## src/rtl/sasms_pkg.sv

```systemverilog
// Package for the stop mode selector: parameter word map, field layout,
// reset values, action encodings and timing constants.
// Assumes a single 100 MHz clock in every user of this package.
package sasms_pkg;

   // Parameter word offsets on the parameter port
   localparam logic [11:0] SASMS_ADDR_SVOFF_LIM  = 12'h0001;
   localparam logic [11:0] SASMS_ADDR_BATT       = 12'h0008;
   localparam logic [11:0] SASMS_ADDR_EXT_FORCED_STOP_INPUT  = 12'h000a;
   localparam logic [11:0] SASMS_ADDR_MILD_METH  = 12'h000b;
   localparam logic [11:0] SASMS_ADDR_DECEL_TIME = 12'h030a;
   localparam logic [11:0] SASMS_ADDR_STOP_TRQ   = 12'h0406;

   // Field positions: low nibble 0..3, second nibble 4..7
   localparam int SASMS_LO_NIB = 0;
   localparam int SASMS_HI_NIB = 4;

   // Reset values of each word
   localparam logic [15:0] SASMS_RST_SVOFF_LIM  = 16'h0010;
   localparam logic [15:0] SASMS_RST_BATT       = 16'h0000;
   localparam logic [15:0] SASMS_RST_EXT_FORCED_STOP_INPUT  = 16'h0011;
   localparam logic [15:0] SASMS_RST_MILD_METH  = 16'h0010;
   localparam logic [15:0] SASMS_RST_DECEL_TIME = 16'h0000;
   localparam logic [15:0] SASMS_RST_STOP_TRQ   = 16'h0320;

   // Limits of the two shared numeric settings
   localparam logic [15:0] SASMS_MAX_TRQ  = 16'h0320;
   localparam logic [15:0] SASMS_MAX_TIME = 16'h2710;

   // Timing: one millisecond tick
   localparam int SASMS_CLK_HZ    = 100_000_000;
   localparam int SASMS_MS_CYCLES = SASMS_CLK_HZ / 1000;

   // Servo-off stop field values
   localparam logic [3:0] SASMS_SVOFF_DB_HOLD = 4'h0;
   localparam logic [3:0] SASMS_SVOFF_DB_FREE = 4'h1;
   localparam logic [3:0] SASMS_SVOFF_FREE    = 4'h2;

   // Milder alarm method field values
   localparam logic [3:0] SASMS_MILD_ZERO_SPD = 4'h0;
   localparam logic [3:0] SASMS_MILD_AS_SVOFF = 4'h1;
   localparam logic [3:0] SASMS_MILD_USE_EXT  = 4'h2;

   // Shared five-action encoding (forced stop, extended, limit switch)
   localparam logic [3:0] SASMS_ACT_SVOFF     = 4'h0;
   localparam logic [3:0] SASMS_ACT_TRQ_HOLD  = 4'h1;
   localparam logic [3:0] SASMS_ACT_TRQ_FREE  = 4'h2;
   localparam logic [3:0] SASMS_ACT_TIME_HOLD = 4'h3;
   localparam logic [3:0] SASMS_ACT_TIME_FREE = 4'h4;

   // Resulting drive command
   typedef enum logic [2:0] {
      SASMS_RUN,
      SASMS_DB_STOP,
      SASMS_COAST,
      SASMS_ZERO_SPD,
      SASMS_DECEL_TRQ,
      SASMS_DECEL_TIME
   } sasms_drive_e;

endpackage

```

## src/rtl/sasms_ms_timer.sv

```systemverilog
// Millisecond down-counter for time-based deceleration stops.
// Assumes load and run come from logic on the same clock.
`timescale 1ns/1ns
`default_nettype none
module sasms_ms_timer
   import sasms_pkg::*;
#(
   parameter int MS_CYCLES = SASMS_MS_CYCLES
) (
   input  wire logic        clk,
   input  wire logic        rst_b,
   input  wire logic        load,
   input  wire logic [15:0] load_ms,
   input  wire logic        run,
   output var  logic        done
);
   logic [31:0] pre;
   logic [31:0] next_pre;
   logic [15:0] ms_left;
   logic [15:0] next_ms_left;

   // Prescaler gives a one-cycle millisecond enable
   always_comb begin
      next_pre     = pre;
      next_ms_left = ms_left;
      if (load) begin
         next_pre     = '0;
         next_ms_left = load_ms;
      end else if (run && ms_left != 16'h0000) begin
         if (pre == 32'(MS_CYCLES - 1)) begin
            next_pre     = '0;
            next_ms_left = ms_left - 16'h0001;
         end else begin
            next_pre = pre + 32'h0000_0001;
         end
      end
   end

   always_ff @(posedge clk or negedge rst_b) begin
      if (!rst_b) begin
         pre     <= '0;
         ms_left <= '0;
      end else begin
         pre     <= next_pre;
         ms_left <= next_ms_left;
      end
   end

   // Zero time means stop at once
   assign done = (ms_left == 16'h0000) && !load;
endmodule
`default_nettype wire

```

## src/rtl/sasms_core.sv

```systemverilog
// Stop mode selector: holds the parameter words, latches the starred
// stop modes at power-up, and turns stop events into a drive command.
// Assumes event pins are asynchronous and the parameter port is on clk.
//
// Notes on behaviour
// - Servo off/severe alarm: brake-hold, brake-free, free
// - Milder alarm: zero speed, as off, extended
// - Extended mode used only when method equals two
// - Forced stop selects one of five actions
// - Limit switch selects one of five actions
// - One shared stop torque, capped at 800
// - One shared stop time, capped at 10000 ms
// - Low battery: field 0 alarm, 1 warning
// - Starred words act only after power cycle
`timescale 1ns/1ns
`default_nettype none
module sasms_core
   import sasms_pkg::*;
#(
   parameter int MS_CYCLES = SASMS_MS_CYCLES
) (
   input  wire logic        clk,
   input  wire logic        rst_b,
   input  wire logic        prm_wr,
   input  wire logic [11:0] prm_addr,
   input  wire logic [15:0] prm_wdata,
   output var  logic [15:0] prm_rdata,
   input  wire logic        servo_on,
   input  wire logic        severe_alarm_class,
   input  wire logic        milder_alarm_class,
   input  wire logic        forced_stop_input,
   input  wire logic        limit_switch_input,
   input  wire logic        battery_low,
   input  wire logic        motor_stopped,
   output var  sasms_drive_e drive_cmd,
   output var  logic [15:0] stop_torque,
   output var  logic        battery_alarm,
   output var  logic        battery_warning
);
   // Written words (what the host reads back)
   logic [15:0] w_svlim, w_batt, w_extfs, w_mild, w_time, w_trq;
   logic [15:0] next_w_svlim, next_w_batt, next_w_extfs, next_w_mild;
   logic [15:0] next_w_time, next_w_trq;
   // Active starred fields, captured once after reset release
   logic [3:0]  a_svoff, a_lim, a_ext, a_fs, a_mild, a_batt;
   logic        captured;
   // Synchronisers
   logic [5:0]  sync1, sync2;
   logic        ev_sev, ev_mild, ev_fs, ev_lim, ev_svon, ev_batt;

   // Host writes; numeric words clamp to their ranges
   always_comb begin
      next_w_svlim = w_svlim;
      next_w_batt  = w_batt;
      next_w_extfs = w_extfs;
      next_w_mild  = w_mild;
      next_w_time  = w_time;
      next_w_trq   = w_trq;
      if (prm_wr) begin
         case (prm_addr)
            SASMS_ADDR_SVOFF_LIM:  next_w_svlim = prm_wdata;
            SASMS_ADDR_BATT:       next_w_batt  = prm_wdata;
            SASMS_ADDR_EXT_FORCED_STOP_INPUT:  next_w_extfs = prm_wdata;
            SASMS_ADDR_MILD_METH:  next_w_mild  = prm_wdata;
            SASMS_ADDR_DECEL_TIME: next_w_time  = (prm_wdata > SASMS_MAX_TIME)
                                      ? SASMS_MAX_TIME : prm_wdata;
            SASMS_ADDR_STOP_TRQ:   next_w_trq   = (prm_wdata > SASMS_MAX_TRQ)
                                      ? SASMS_MAX_TRQ : prm_wdata;
            default: ;
         endcase
      end
   end

   // Store keeps its words through reset, as the non-volatile parameter
   // memory does, so starred writes survive a restart. Limitation: the
   // host must load it while reset is held at the very first power-up.
   always_ff @(posedge clk) begin
      w_svlim <= next_w_svlim;
      w_batt  <= next_w_batt;
      w_extfs <= next_w_extfs;
      w_mild  <= next_w_mild;
      w_time  <= next_w_time;
      w_trq   <= next_w_trq;
   end

   // Read mux; unmapped offsets read zero
   always_comb begin
      case (prm_addr)
         SASMS_ADDR_SVOFF_LIM:  prm_rdata = w_svlim;
         SASMS_ADDR_BATT:       prm_rdata = w_batt;
         SASMS_ADDR_EXT_FORCED_STOP_INPUT:  prm_rdata = w_extfs;
         SASMS_ADDR_MILD_METH:  prm_rdata = w_mild;
         SASMS_ADDR_DECEL_TIME: prm_rdata = w_time;
         SASMS_ADDR_STOP_TRQ:   prm_rdata = w_trq;
         default:               prm_rdata = 16'h0000;
      endcase
   end

   // Starred fields latch only at the first edge after reset release;
   // power-on reset is the only way a new value becomes active.
   always_ff @(posedge clk or negedge rst_b) begin
      if (!rst_b) begin
         captured <= 1'b0;
         a_svoff  <= SASMS_RST_SVOFF_LIM[3:0];
         a_lim    <= SASMS_RST_SVOFF_LIM[7:4];
         a_ext    <= SASMS_RST_EXT_FORCED_STOP_INPUT[3:0];
         a_fs     <= SASMS_RST_EXT_FORCED_STOP_INPUT[7:4];
         a_mild   <= SASMS_RST_MILD_METH[7:4];
         a_batt   <= SASMS_RST_BATT[3:0];
      end else if (!captured) begin
         captured <= 1'b1;
         a_svoff  <= w_svlim[SASMS_LO_NIB +: 4];
         a_lim    <= w_svlim[SASMS_HI_NIB +: 4];
         a_ext    <= w_extfs[SASMS_LO_NIB +: 4];
         a_fs     <= w_extfs[SASMS_HI_NIB +: 4];
         a_mild   <= w_mild[SASMS_HI_NIB +: 4];
         a_batt   <= w_batt[SASMS_LO_NIB +: 4];
      end
   end

   // Two-flop synchronisers on every event pin
   always_ff @(posedge clk or negedge rst_b) begin
      if (!rst_b) begin
         sync1 <= '0;
         sync2 <= '0;
      end else begin
         sync1 <= {battery_low, servo_on, limit_switch_input,
                   forced_stop_input, milder_alarm_class,
                   severe_alarm_class};
         sync2 <= sync1;
      end
   end
   assign {ev_batt, ev_svon, ev_lim, ev_fs, ev_mild, ev_sev} = sync2;

   // Servo-off stop: brake and hold, brake then coast once stopped, or coast at once
   function automatic sasms_drive_e svoff_cmd(input logic [3:0] f,
                                              input logic       stopped);
      case (f)
         SASMS_SVOFF_DB_HOLD: svoff_cmd = SASMS_DB_STOP;
         SASMS_SVOFF_DB_FREE: svoff_cmd = stopped ? SASMS_COAST
                                                  : SASMS_DB_STOP;
         SASMS_SVOFF_FREE:    svoff_cmd = SASMS_COAST;
         default:             svoff_cmd = SASMS_DB_STOP;
      endcase
   endfunction

   // Priority: severe alarm, servo off, forced stop, milder, limit
   sasms_drive_e cmd;
   logic [3:0]   act;
   logic         use_act;
   logic         lim_hold;
   logic         time_act;
   logic         decel_done;
   always_comb begin
      act      = SASMS_ACT_SVOFF;
      use_act  = 1'b0;
      lim_hold = 1'b0;
      cmd      = SASMS_RUN;
      if (ev_sev || !ev_svon) begin
         cmd = svoff_cmd(a_svoff, motor_stopped);
      end else if (ev_fs) begin
         act     = a_fs;
         use_act = 1'b1;
      end else if (ev_mild) begin
         case (a_mild)
            SASMS_MILD_ZERO_SPD: cmd = SASMS_ZERO_SPD;
            SASMS_MILD_USE_EXT: begin
               act     = a_ext;
               use_act = 1'b1;
            end
            default: cmd = svoff_cmd(a_svoff, motor_stopped);
         endcase
      end else if (ev_lim) begin
         act      = a_lim;
         use_act  = (a_lim <= SASMS_ACT_TIME_FREE);
         lim_hold = 1'b1;
      end
      if (use_act) begin
         case (act)
            SASMS_ACT_SVOFF:
               cmd = svoff_cmd(a_svoff, motor_stopped);
            SASMS_ACT_TRQ_HOLD, SASMS_ACT_TRQ_FREE:
               cmd = !motor_stopped ? SASMS_DECEL_TRQ
                   : (act == SASMS_ACT_TRQ_FREE) ? SASMS_COAST
                   : lim_hold ? SASMS_ZERO_SPD
                   : svoff_cmd(a_svoff, motor_stopped);
            SASMS_ACT_TIME_HOLD, SASMS_ACT_TIME_FREE:
               cmd = !decel_done ? SASMS_DECEL_TIME
                   : (act == SASMS_ACT_TIME_FREE) ? SASMS_COAST
                   : lim_hold ? SASMS_ZERO_SPD
                   : svoff_cmd(a_svoff, motor_stopped);
            default: cmd = SASMS_RUN;
         endcase
      end
   end
   assign time_act = use_act && (act == SASMS_ACT_TIME_HOLD ||
                                 act == SASMS_ACT_TIME_FREE);

   // Restart the ramp timer when a time-based stop begins
   logic time_prev;
   always_ff @(posedge clk or negedge rst_b) begin
      if (!rst_b) begin
         time_prev <= 1'b0;
      end else begin
         time_prev <= time_act;
      end
   end

   sasms_ms_timer #(.MS_CYCLES(MS_CYCLES)) u_timer (
      .clk     (clk),
      .rst_b   (rst_b),
      .load    (time_act && !time_prev),
      .load_ms (w_time),
      .run     (time_act),
      .done    (decel_done)
   );

   // Registered outputs
   always_ff @(posedge clk or negedge rst_b) begin
      if (!rst_b) begin
         drive_cmd       <= SASMS_DB_STOP;
         stop_torque     <= SASMS_RST_STOP_TRQ;
         battery_alarm   <= 1'b0;
         battery_warning <= 1'b0;
      end else begin
         drive_cmd       <= cmd;
         stop_torque     <= w_trq;
         battery_alarm   <= ev_batt && (a_batt == 4'h0);
         battery_warning <= ev_batt && (a_batt == 4'h1);
      end
   end

   // Checks
   battery_sel_a: assert property (@(posedge clk) disable iff (!rst_b)
      ev_batt |=> (battery_alarm == ($past(a_batt) == 4'h0)))
      else $error("battery alarm select wrong");
   battery_excl_a: assert property (@(posedge clk) disable iff (!rst_b)
      !(battery_alarm && battery_warning))
      else $error("alarm and warning together");
   severe_stop_a: assert property (@(posedge clk) disable iff (!rst_b)
      (ev_sev && a_svoff == SASMS_SVOFF_FREE) |=> drive_cmd == SASMS_COAST)
      else $error("severe alarm did not coast");
   mild_zero_a: assert property (@(posedge clk) disable iff (!rst_b)
      (ev_svon && !ev_sev && !ev_fs && ev_mild &&
       a_mild == SASMS_MILD_ZERO_SPD) |=> drive_cmd == SASMS_ZERO_SPD)
      else $error("milder alarm zero speed missing");
   ext_gate_a: assert property (@(posedge clk) disable iff (!rst_b)
      (ev_svon && !ev_sev && !ev_fs && ev_mild &&
       a_mild != SASMS_MILD_USE_EXT) |-> !use_act)
      else $error("extended mode used wrongly");
   fs_trq_a: assert property (@(posedge clk) disable iff (!rst_b)
      (ev_svon && !ev_sev && ev_fs && a_fs == SASMS_ACT_TRQ_FREE &&
       !motor_stopped) |=> drive_cmd == SASMS_DECEL_TRQ)
      else $error("forced stop torque decel missing");
   lim_bad_a: assert property (@(posedge clk) disable iff (!rst_b)
      (ev_svon && !ev_sev && !ev_fs && !ev_mild && ev_lim &&
       a_lim > SASMS_ACT_TIME_FREE) |=> drive_cmd == SASMS_RUN)
      else $error("bad limit code acted");
   trq_cap_a: assert property (@(posedge clk) disable iff (!rst_b)
      stop_torque <= SASMS_MAX_TRQ)
      else $error("stop torque over range");
   time_cap_a: assert property (@(posedge clk) disable iff (!rst_b)
      w_time <= SASMS_MAX_TIME)
      else $error("stop time over range");
   starred_hold_a: assert property (@(posedge clk) disable iff (!rst_b)
      $past(captured) |-> $stable(a_fs) && $stable(a_batt))
      else $error("starred field changed live");
   cov_fs_c:   cover property (@(posedge clk) drive_cmd == SASMS_DECEL_TRQ);
   cov_time_c: cover property (@(posedge clk) drive_cmd == SASMS_DECEL_TIME);
   cov_warn_c: cover property (@(posedge clk) battery_warning);
endmodule
`default_nettype wire

```

## config.mk

```make
export PLATFORM = sky130hd
export DESIGN_NAME = sasms_core
export DESIGN_NICKNAME = d
export VERILOG_FILES = /design/src/rtl/sasms_pkg.sv /design/src/rtl/sasms_ms_timer.sv /design/src/rtl/sasms_core.sv
export SDC_FILE = /design/constraint.sdc
export NUM_CORES = 1
export LEC_CHECK = 0
export ABC_AREA = 1
export BUFFER_PORTS_ARGS = -buffer_cell sky130_fd_sc_hd__buf_2
export CAP_MARGIN = 20
export CORE_UTILIZATION = 50
export CTS_CLUSTER_SIZE = 28
export DETAILED_ROUTE_END_ITERATION = 16
export PLACE_DENSITY_LB_ADDON = 0.2
export SLEW_MARGIN = 20
export SYNTH_ARGS = -nofsm -noshare
export SYNTH_HDL_FRONTEND = slang
export SYNTH_SLANG_ARGS = --single-unit
```

## constraint.sdc

```tcl
create_clock -name clk -period 2 [get_ports clk]
set_input_delay 0.2 -clock clk [delete_from_list [all_inputs] [get_ports clk]]
set_output_delay 0.2 -clock clk [all_outputs]
set_load 0.01 [all_outputs]
```

**After elaboration in Yosys (flattened, before gate mapping)**

Cells that the tools add are included.
Widths: inputs -> output; s select.

- Shifts and indexed selects: 0
- Magnitude comparators: 3
- Add/sub/neg operators: 2
- Reduce and logical (&&, ||, !) cells: 28
- Divide/modulo/power cells: 0
- Bitwise gates (word level): 0
- Multiplexer cells: 36
- Eq/ne operators: 15
- Multiply operators: 0

Operators with widths:

| operator | count |
|---|---|
| $mux 32 | 3 |
| $pmux 16 s6 | 1 |
| $mux 16 | 3 |
| $eq 12x4->1 const B | 3 |
| $add 32x1->32 const B | 1 |
| $eq 32x17->1 const B | 1 |
| $mux 3 | 10 |
| $mux 4 | 5 |
| $eq 4x2->1 const B | 4 |
| $gt 16x10->1 const B | 1 |
| $gt 16x14->1 const B | 1 |
| $logic_not 16->1 | 1 |
| $reduce_bool 16->1 | 1 |
| $sub 16x1->16 const B | 1 |
| $reduce_and 2->1 | 7 |
| $eq 12x1->1 const B | 1 |
| $eq 12x10->1 const B | 1 |
| $eq 12x11->1 const B | 1 |
| $eq 4x1->1 const B | 3 |
| $logic_not 4->1 | 3 |
| $mux 1 | 9 |
| $pmux 3 s3 | 1 |
| $logic_and 1x1->1 | 6 |
| $pmux 3 s2 | 1 |
| 8 further kinds | 15 |

- Latch bits: 0
- Output and inout bits: 37
- Input bits: 38
- Bits in writable memories: 0
- Register bits after elaboration: 203
- Word-level logic and storage cells: 106
- Bits in read-only memories: 0
- Memories: 0

**Longest topological paths before layout**

Gate-level depths: netlist (run 1).

- Word-level depth: 14
- Depth in mapped cells: 16
- Gate-level depth less buffers: 14

**By module**

A second synthesis (run 1) with hierarchy kept.

- Cells, all modules: 1199
- Area, all modules: 10093.4 µm²

By module, submodules not included:

| module | area an instance (µm²) | times used | sequential area each (µm²) | cells each |
|---|---|---|---|---|
| sasms_core | 6515.0 | 1 | 4369.2 | 606 |
| sasms_ms_timer | 3578.4 | 1 | 1201.2 | 593 |

**Least setup slack after synthesis (run 1)**

No wires, ideal clock.

- Kind: input port to flip-flop
- Start: in prm_addr[0]
- End: reg w_trq[0] (enable)
- Slack: -291 ps
- Arrival time: 1902 ps
- Stages on the path: 6
- Data required time: 1612 ps
- Library setup time: 388 ps
- Path buffers: 1
- Cells stage by stage: inv_1 -> nand2_1 -> nor4_2 -> clkbuf_1 -> nand2_1 -> nor2_1

- Word-level cells in the longest chain between the ends: 2

Ends and longest elaborated chain:

| item | RTL line | RTL |
|---|---|---|
| from (decl) | sasms_core.sv:25 | `input wire logic [11:0] prm_addr,` |
| $eq 12x11->1 | sasms_core.sv:60 | `case (prm_addr)` |
| $reduce_and 2->1 (no line) | -- |  |
| to (signal assigned) | sasms_core.sv:83 | `w_trq <= next_w_trq;` |
| to (decl) | sasms_core.sv:41 | `logic [15:0] w_svlim, w_batt, w_extfs, w_mild, w_time, w_trq;` |

No other way between the ends.
A chain may end at the register's enable or synchronous reset.

**Worst setup path in the final report (run 1)**

- Start: reg sync2[2]
- End: reg u_timer.pre[4]

- Word-level cells in the longest chain between the ends: 7
- Elaborated cells between the ends (all ways): 12
- Those cells by class: 2 x eq/ne; 5 x mux; 5 x reduce/logical

Ends and longest elaborated chain:

| item | RTL line | RTL |
|---|---|---|
| from (decl) | sasms_core.sv:48 | `logic [5:0] sync1, sync2;` |
| from (signal assigned) | sasms_core.sv:130 | `sync2 <= sync1;` |
| $mux 4 | sasms_core.sv:161 | `end else if (ev_fs) begin` |
| $mux 4 | sasms_core.sv:159 | `if (ev_sev \|\| !ev_svon) begin` |
| $eq 4x2->1 / $eq 4x3->1 (equally long branches) | sasms_core.sv:196, sasms_core.sv:197 |  |
| $logic_or 1x1->1 | sasms_core.sv:196 | `assign time_act = use_act && (act == SASMS_ACT_TIME_HOLD \|\|` |
| $logic_and 1x1->1 * | sasms_core.sv:196 |  |
| $logic_and 1x1->1 (on tied branches) | sasms_core.sv:212, sasms_ms_timer.sv:29 |  |
| $mux 32 / $reduce_bool 2->1 (equally long branches) | -- |  |
| to (signal assigned) | sasms_ms_timer.sv:44 | `pre <= next_pre;` |
| to (decl) | sasms_ms_timer.sv:17 | `logic [31:0] pre;` |

Every way passes the cells marked *; elsewhere a longest branch is shown, timed or not.

==> results.yml, run 1 <==
pwr:
  cellPowerDensity_nw_per_um2: 874
  p_leak_nw: 5.24
  ir_drop_mv: 0.664
placement:
  place_hpwl_um: 16600
  pre_cts_ws_ns: -0.0135
  io_buffers: 74
  place.detailed.instances: 1429
  place_congestion: 0.945
  place_area_um2: 10600
critical_path:
  cpMostUsedCell: "nand2_8"
  rrSetupSlack_ns: -0.003
  worstPathRequired_ns: 2.39
  cp_slowest_cell: "dfrtp_2"
  startpoint: "sync2[2]"
  arrival_ns: 2.39
  cp.depth: 13
  cp_max_fo: 7
  path_cells: "inv_4 -> buf_6 -> nand2_1 -> inv_2 -> nand2_2 -> nand2_4 -> nand4_1 -> nand2_8 -> nand2_8 -> buf_12 -> buf_8 -> nor3_4 -> nor2_1"
  reg2reg_depth: 13
  path_class: "reg -> reg"
  crit_family: "simple AND/OR/NAND/NOR gates"
  cp-end-kind: "register"
  r2r_start: "sync2[2]"
  slowest_delay_ns: 0.44
  path_buf_inv: 5
  startpoint_type: "register"
min_path:
  holdPathStages: 1
  worstHoldStart: "prm_wdata[11]"
  hold_class: "in -> reg"
die:
  io_pins: 75
  fp.dieArea_um2: 20000
  die_h_um: 141
  start_util: 0.514
  core-area_um2: 18900
  die_x_um: 141
  fp-row-count: 50
logic_synthesis:
  synth_top_area_frac: 0.297
  syn_inst: 1070
  synthXorXnorAreaFrac: 0.0235
  synthSimpleGateAreaFrac: 0.268
  synth_area_um2: 9710
  synthFlopType: "dfrtp_1"
  synth-compound-area-share: 0.0572
  synth_top_cell_by_area: "edfxtp_1"
  ys_ff_latch: 203
  yosys-mux-area-fraction: 0.00928
  synth_edf_count: 96
  synth_top_family_by_area: "simple AND/OR/NAND/NOR gates"
  syn_avg_cell_area_um2: 9.08
  synth_async_sr_flop_share: 0.527
  synth_adder_area_share: 0.00258
  synth_area_leaders: "edfxtp_1 (30%), dfrtp_1 (26%), nand2_1 (11%)"
  yosys_warnings: 0
  yosysSeqAreaShare: 0.574
  yosysUniqueCellTypes: 46
global_routing:
  antenna_found_initial: 0
  grt_pass1_vias: 7480
  grt_use_total: 0.244
  grt_pass1_wl_um: 37900
  globalRouteOverflowTotal: 0
  grt_max_degree: 46
sta:
  fin_ws_ns: -0.00251
  drv_slew: 0
  finalCritPeriodShare: 1.00
  hold_ws_ns: 0.0206
  finalSetupTns_ns: -0.00251
  hold_viol_final: 0
  finClkSkew_ns: 0.0177
  fmax_mhz: 499
  finalSetupViolations: 1
  finalCriticalPeriod_ns: 2.00
  rsz0062_at_grt: "true"
detailed_routing:
  drtIter0Drc: 621
  vias_per_cell: 5.26
  vias: 7987
  routed_wl_um: 25000
  ant_nets: 0
  firstDrtPassIters: 5
  drc_errors: 0
  avgRoutedWirePerCell_um: 16.5
run:
  maxCapViolations: 0
final_layout:
  final_common_cell: "nand2_1"
  fin_cells: 1517
  n_fill_cell: 1527
  area_growth_pct: 26.0
  antenna_cells: 0
  final_cell_mix: "nand2_1 (269), inv_1 (102), edfxtp_1 (96)"
  nNetsFinal: 1280
  drive_above_1_share: 0.242
  final_area_um2: 12200
clock_tree:
  clockRootBuffer: "clkbuf_16"
  cts_tree: "done"
  cts.path.max_buffers: 3
  cts.sinks: 203
  numCtsBuffers: 23
  htree_num_levels: 1
  cts.clk_slew.worst_paths_ns: 0.06
  worst_skew_pair.late_latency_ns: 0.52
run_status:
  status: "complete, but fails checks"
  violations: "negative setup slack"
## path summary, 6_finish.rpt
kind                             endpoint
max reg2reg                u_timer.pre[4]
max                        u_timer.pre[4]
min reg2reg                      sync2[4]
max in group asynchronous       a_mild[0]
min                            w_batt[11]
min in group asynchronous        sync1[1]
## cell type report
cell class                 instances  area [um2]  share of cell area
clock buffer                      31         657              0.0537
clock inverter                    11        90.1             0.00737
inverter                         115         442              0.0361
multi-input combinational        735        3870               0.317
sequential                       203        5580               0.456
tap                              260         325              0.0266
timing repair buffer             162        1270               0.104
## Yosys cell counts, types with 19 or more instances
cell / instances
nor2_1: 104
o21ai_0: 33
dfrtp_1: 99
a21oi_1: 19
nand2_1: 285
inv_1: 107
edfxtp_1: 96
nand4_1: 26
o21ai_1: 35
nand2_2: 19
nor3_1: 31
nand3_1: 83
## what timing repair did
action                                  4_1_cts  5_1_grt
setup buffers                                 0       16
hold buffers                                 23        0
pin swaps                                     0       35
hold endpoints to repair                     95        0
gates cloned                                  0        7
endpoints found under the setup margin        2       67
resized for setup                             2       93
## kinds of logic (layout without fill, tap and decap cells)
logic type      count (synthesis)  after routing
compound gates                102            102
xor+xnor                       26             26
fa+ha+maj                       2              2
buf+inv                       142            319
flops                         203            203
mux                             8              8
other cells                     2              9
simple gates                  585            588
## stage by stage
| stage | utilization | total power, W |
|---|---|---|
| global route | 0.647 | 0.0112 |
| CTS | 0.616 | 0.0105 |
| detailed placement | 0.564 | 0.00631 |
| floorplan | - | 0.00589 |
| finish | 0.647 | 0.0107 |
| global placement | 0.564 | 0.00627 |
## worst reg2reg max path, delay by kind of cell, from the launching register on
family,cells,cell delay [ns]
DFF,1,0.44
buffers and inverters,5,0.53
and+or+nand+nor,8,0.93
## routing by layer
layer	share of wire	GRT usage
met4	0.026	0.0749
met1	0.44	0.336
met2	0.48	0.399
met3	0.054	0.0358
met5	0	0
## report_power, final
group          internal, W  total [W]  switching (W)
logic             0.000768    0.00175       0.000980
registers          0.00460    0.00483       0.000233
clock network      0.00244    0.00412        0.00168
total              0.00780     0.0107        0.00289
## registers in the layout, indices dropped and copies added, names as in the netlist, 6 cells and up
register and count:
sync2 6, u_timer.pre 32, w_svlim 16, u_timer.ms_left 16
w_mild 16, w_extfs 16, stop_torque 16, w_trq 16
w_batt 16, sync1 6, w_time 16
(Power assumes the default switching activity.)
==> run 2: changes to the inputs <==
--- a/config.mk
+++ b/config.mk
@@ -12,7 +12,9 @@
 export CTS_CLUSTER_SIZE = 28
 export DETAILED_ROUTE_END_ITERATION = 16
 export PLACE_DENSITY_LB_ADDON = 0.2
+export SETUP_SLACK_MARGIN = 0.3
 export SLEW_MARGIN = 20
 export SYNTH_ARGS = -nofsm -noshare
 export SYNTH_HDL_FRONTEND = slang
 export SYNTH_SLANG_ARGS = --single-unit
+export TNS_END_PERCENT = 10
==> run 2 against run 1 <==
The flow now finishes without violations. Combinational power increased by 16%. Via count is 3.1% higher. Die area is the same. Sequential cell count is the same. Global-route usage up 1.6 points. Fmax rose by 2.3%. Cell area up 8.4%. Largest power group is now clock.
==> results.yml, run 2 (same netlist as run 1, synthesis figures left out) <==
critical_path:
  worstPathRequired_ns: 2.43
  r2r_end: "u_timer.pre[3]"
  rrSetupSlack_ns: 0.04
  cp_max_fo: 6
  path_class: "reg -> reg"
  arrival_ns: 2.39
  r2r_start: "a_mild[2]"
  startpoint_type: "register"
  reg2reg_depth: 13
  cp-end-kind: "register"
final_layout:
  antenna_cells: 0
  fin_cells: 1554
  nNetsFinal: 1317
  multi_input_area_um2: 4330
  final_area_um2: 13300
  n_fill_cell: 1369
  largest_reg_flops: 32
  drive_above_1_share: 0.321
  utilization: 0.701
  top_register: "u_timer.pre"
  final_common_cell: "nand2_1"
  final_cell_mix: "nand2_1 (249), dfrtp_1 (99), edfxtp_1 (96)"
  area_growth_pct: 36.5
  seqCellArea_um2: 5570
sta:
  drv_slew: 0
  finalCriticalPeriod_ns: 1.96
  fmax_mhz: 511
  finalCritPeriodShare: 0.979
  finClkSkew_ns: 0.0159
  hold_ws_ns: 0.0762
  rsz0062_at_grt: "true"
  hold_viol_final: 0
  finalSetupViolations: 0
detailed_routing:
  vias: 8238
  m1WireLength_um: 11400
  firstDrtPassIters: 5
  dr_wl_met3_um: 1390
  vias_per_cell: 5.30
  avgRoutedWirePerCell_um: 17.5
  highest_layer: "met4"
  drtIter0Drc: 530
  ant_nets: 0
  wl_met2_um: 13500
  drc_errors: 0
  routed_wl_um: 27200
global_routing:
  grt_max_degree: 41
  globalRouteOverflowTotal: 0
  grt_pass1_vias: 7844
  grt_use_total: 0.260
  grt_pass1_wl_um: 40400
  antenna_found_initial: 0
clock_tree:
  cts.clk_slew.worst_paths_ns: 0.06
  clockRootBuffer: "clkbuf_16"
  numCtsBuffers: 23
  cts.path.max_buffers: 3
  htree_num_levels: 1
  worst_skew_pair.late_latency_ns: 0.51
  cts_tree: "done"
  cts.sinks: 203
min_path:
  hold_path_end: "w_time[13]"
  holdPathStages: 3
  hold_class: "in -> reg"
  worstHoldStart: "prm_wdata[14]"
run:
  maxCapViolations: 0
die:
  core-area_um2: 18900
  fp.dieArea_um2: 20000
  fp-row-count: 50
  die_x_um: 141
  io_pins: 75
  start_util: 0.514
  die_h_um: 141
placement:
  place_congestion: 0.903
  place_area_um2: 10700
  place.detailed.instances: 1433
  io_buffers: 74
  place_hpwl_um: 16800
run_status:
  status: "finished clean"
pwr:
  power_w: 0.0116
  p_leak_nw: 5.70
  ir_drop_mv: 0.734
  cellPowerDensity_nw_per_um2: 879
## run 2: critical path, stage by stage (launching register included)
cell and delay, ns:
dfrtp_1 0.41, nor2_4 0.20, nand3_1 0.10, nand2_1 0.10, nand2_2 0.09, nor2_4 0.11, nand3_2 0.11, nand2_4 0.14
buf_6 0.14, buf_4 0.11, nand2_4 0.07, o21ai_2 0.12, nand2_1 0.07, nor2_1 0.09
## run 2: final cells by class
type | instances | share of cell area
timing repair buffer | 197 | 0.129
sequential | 203 | 0.420
multi-input combinational | 737 | 0.327
clock inverter | 15 | 0.0195
tap | 260 | 0.0245
clock buffer | 27 | 0.0461
inverter | 115 | 0.0342
## run 2: timing repair
action	in CTS	in global routing
setup buffers	25	19
pin swaps	10	71
hold endpoints to repair	97	0
endpoints found under the setup margin	67	79
cloned	4	7
gates resized for setup	28	199
hold buffers	24	0
## run 2: power by group
part           total [W]  internal (W)  switching, W  leakage [nW]
Combinational    0.00203      0.000922       0.00111          3.09
Clock            0.00482       0.00309       0.00172         0.428
Sequential       0.00479       0.00459      0.000204          2.18
## run 2: per-layer routing
layer	up-vias	GRT usage
met5	-	0
met4	0	0.0921
met3	60	0.0368
met2	278	0.444
met1	3937	0.339
li1	3963	-
## run 2: worst max path at each step
stage,start,end,slack (ns)
global route,a_mild[2],u_timer.pre[3],-0.07
finish,a_mild[2],u_timer.pre[3],0.04
global placement,u_timer.ms_left[0],drive_cmd[0],0.02
CTS,sync2[1],u_timer.pre[4],0.11
floorplan,prm_addr[7],w_time[0],0.16
detailed placement,u_timer.ms_left[0],u_timer.pre[23],-0.02
## run 2: per-stage QoR
| step | worst slack [ns] | setup TNS (ns) |
|---|---|---|
| 6_report | 0.0427 | 0 |
| 2_1_floorplan | 0.164 | 0 |
| 3_5_place_dp | -0.0205 | -0.0662 |
| 5_1_grt | -0.0743 | -1.68 |
| 4_1_cts | 0.113 | 0 |
| 3_3_place_gp | 0.0222 | 0 |
==> run 3: changes to the inputs <==
--- a/config.mk
+++ b/config.mk
@@ -8,7 +8,9 @@
 export ABC_AREA = 1
 export BUFFER_PORTS_ARGS = -buffer_cell sky130_fd_sc_hd__buf_2
 export CAP_MARGIN = 20
-export CORE_UTILIZATION = 50
+export CELL_PAD_IN_SITES_DETAIL_PLACEMENT = 1
+export CELL_PAD_IN_SITES_GLOBAL_PLACEMENT = 1
+export CORE_UTILIZATION = 46
 export CTS_CLUSTER_SIZE = 28
 export DETAILED_ROUTE_END_ITERATION = 16
 export PLACE_DENSITY_LB_ADDON = 0.2
==> run 3 against run 2 <==
The run now ends with negative setup slack left. Register-to-register slack got worse by 0.42 ns. Cell area fell by 1.5%. Wire length increased by 42%. Combinational power is 6% higher. Clock power down 5.6%. Critical path depth up 1. First-iteration DRC count up 45%. Critical endpoint is now u_timer.ms_left[1]. Largest cell class unchanged.
==> results.yml, run 3 (same netlist as run 1, synthesis figures left out) <==
final_layout:
  final_cell_mix: "nand2_1 (258), dfrtp_1 (96), edfxtp_1 (96)"
  final_area_um2: 13100
  final_common_cell: "nand2_1"
  area_growth_pct: 34.4
  multi_input_area_um2: 4200
  n_fill_cell: 2263
  drive_above_1_share: 0.308
  fin_cells: 1564
  antenna_cells: 0
  largest_reg_flops: 32
  nNetsFinal: 1317
  seqCellArea_um2: 5570
  top_register: "u_timer.pre"
placement:
  place_congestion: 0.839
  pre_cts_ws_ns: -0.148
  place_hpwl_um: 20300
  place.detailed.instances: 1450
  place_area_um2: 10800
  io_buffers: 74
pwr:
  p_leak_nw: 5.63
  power_switching_w: 0.00342
  internal-power_w: 0.00811
  ir_drop_mv: 0.761
  p_seq_frac: 0.418
  p_sw_frac: 0.297
  cellPowerDensity_nw_per_um2: 883
  comb_power_share: 0.188
  clock_power_share: 0.395
die:
  die_x_um: 147
  die_h_um: 147
  start_util: 0.474
  fp.dieArea_um2: 21700
  fp-row-count: 52
  core-area_um2: 20500
  io_pins: 75
global_routing:
  grt_max_degree: 41
  antenna_found_initial: 0
  grt_pass1_vias: 9484
  grt_pass1_wl_um: 53100
  grt_use_total: 0.319
  globalRouteOverflowTotal: 0
min_path:
  hold_class: "in -> reg"
sta:
  drv_slew: 0
  finalSetupViolations: 52
  finalSetupTns_ns: -12.85
  finalCritPeriodShare: 1.19
  rsz0062_at_grt: "true"
  fmax_mhz: 421
  hold_viol_final: 0
  max_slew_margin: 0.624
  tightest_slew_ns: 0.563
  finClkSkew_ns: 0.0217
  hold_ws_ns: 0.0667
  fin_ws_ns: -0.377
  finalCriticalPeriod_ns: 2.38
critical_path:
  arrival_ns: 2.84
  rrSetupSlack_ns: -0.38
  path_class: "reg -> reg"
  cp-end-kind: "register"
  worstPathRequired_ns: 2.46
  startpoint_type: "register"
  slowest_delay_ns: 0.45
  cp_max_fo: 8
  cp_slowest_cell: "dfrtp_1"
  path_cells: "nor2_4 -> nand3_2 -> nand2_2 -> nand2_4 -> nor2_4 -> nand3_4 -> nand2_4 -> buf_12 -> buf_12 -> clkbuf_16 -> nand3_1 -> nand2_1 -> nand2_1 -> o21ai_1"
clock_tree:
  clockRootBuffer: "clkbuf_16"
  cts.clk_slew.worst_paths_ns: 0.08
  worst_skew_pair.late_latency_ns: 0.55
  cts_tree: "done"
  htree_num_levels: 1
  cts.sinks: 203
  cts.path.max_buffers: 3
  numCtsBuffers: 23
detailed_routing:
  routed_wl_um: 38800
  avgRoutedWirePerCell_um: 24.8
  vias_per_cell: 5.95
  vias: 9304
  firstDrtPassIters: 5
  drtIter0Drc: 766
  drc_errors: 0
  ant_nets: 0
run_status:
  violations: "negative setup slack"
  status: "complete, but fails checks"
run:
  maxCapViolations: 0
==> run 3: changes by cell type in the layout (fill, tap and decap cells not counted), moves of 5 or more <==
cell     previous run  this run
a21oi_1             4        15
nand2_1           249       258
buf_6              16         7
o21ai_0            25        30
nand2_2            39        32
o21ai_1            30        23
a21oi_2            11         4
==> run 3: what timing repair did <==
action                                  CTS  global route
cloned                                    7             3
hold buffers                             23             0
endpoints found under the setup margin   67            77
hold endpoints to repair                 98             0
pin swaps                                18            34
buffers inserted                         28            11
resized for setup                        42           144
==> run 3: final cells by class <==
| class | instances | share of cell area |
|---|---|---|
| clock buffers | 27 | 0.0476 |
| inverters | 115 | 0.0347 |
| multi-input cells | 736 | 0.322 |
| well taps | 270 | 0.0259 |
| clock inverters | 15 | 0.0131 |
| repair inverters | 1 | 0.000575 |
| repair buffers | 197 | 0.129 |
| flip-flops and latches | 203 | 0.427 |
==> run 3: per-stage QoR <==
stage,power (W),util
5_1_grt,0.0119,0.637
3_5_place_dp,0.00639,0.527
2_1_floorplan,0.00589,-
4_1_cts,0.0111,0.604
3_3_place_gp,0.00631,0.527
6_report,0.0115,0.637
==> run 3: path summary, 6_finish.rpt <==
kind	from	to	depth (start not counted)
setup / recovery	a_mild[3]	u_timer.ms_left[1]	14
hold / removal	prm_wdata[5]	w_mild[5]	1
setup reg to reg	a_mild[3]	u_timer.ms_left[1]	14
hold reg to reg	sync1[4]	sync2[4]	0
max in group asynchronous	rst_b	stop_torque[9]	3
min in group asynchronous	rst_b	sync2[0]	2
==> run 3: power groups by stage <==
stage                     Sequential, W  Clock [W]  Combinational, W
after global routing            0.00483    0.00471           0.00234
after detailed placement        0.00489          0           0.00150
after floorplan                 0.00484          0           0.00105
after global placement          0.00488          0           0.00143
after CTS                       0.00479    0.00449           0.00186
final                           0.00482    0.00455           0.00216
==> run 3: metal layers <==
metal  vias up  global-route usage  wire, um
li1       3957                   -         -
met1      4681               0.390     14800
met2       498               0.563     19300
met3       168              0.0416      2460
met4         0               0.142      2260
met5         -                   0         0
==> run 3: critical path: cells and delay by family, from the launching register on <==
kind                   cells  cell delay, ns
AO/OA/AOI/OAI              1            0.07
buffers and inverters      3            0.44
flip-flops                 1            0.45
AND/OR/NAND/NOR           10            1.33
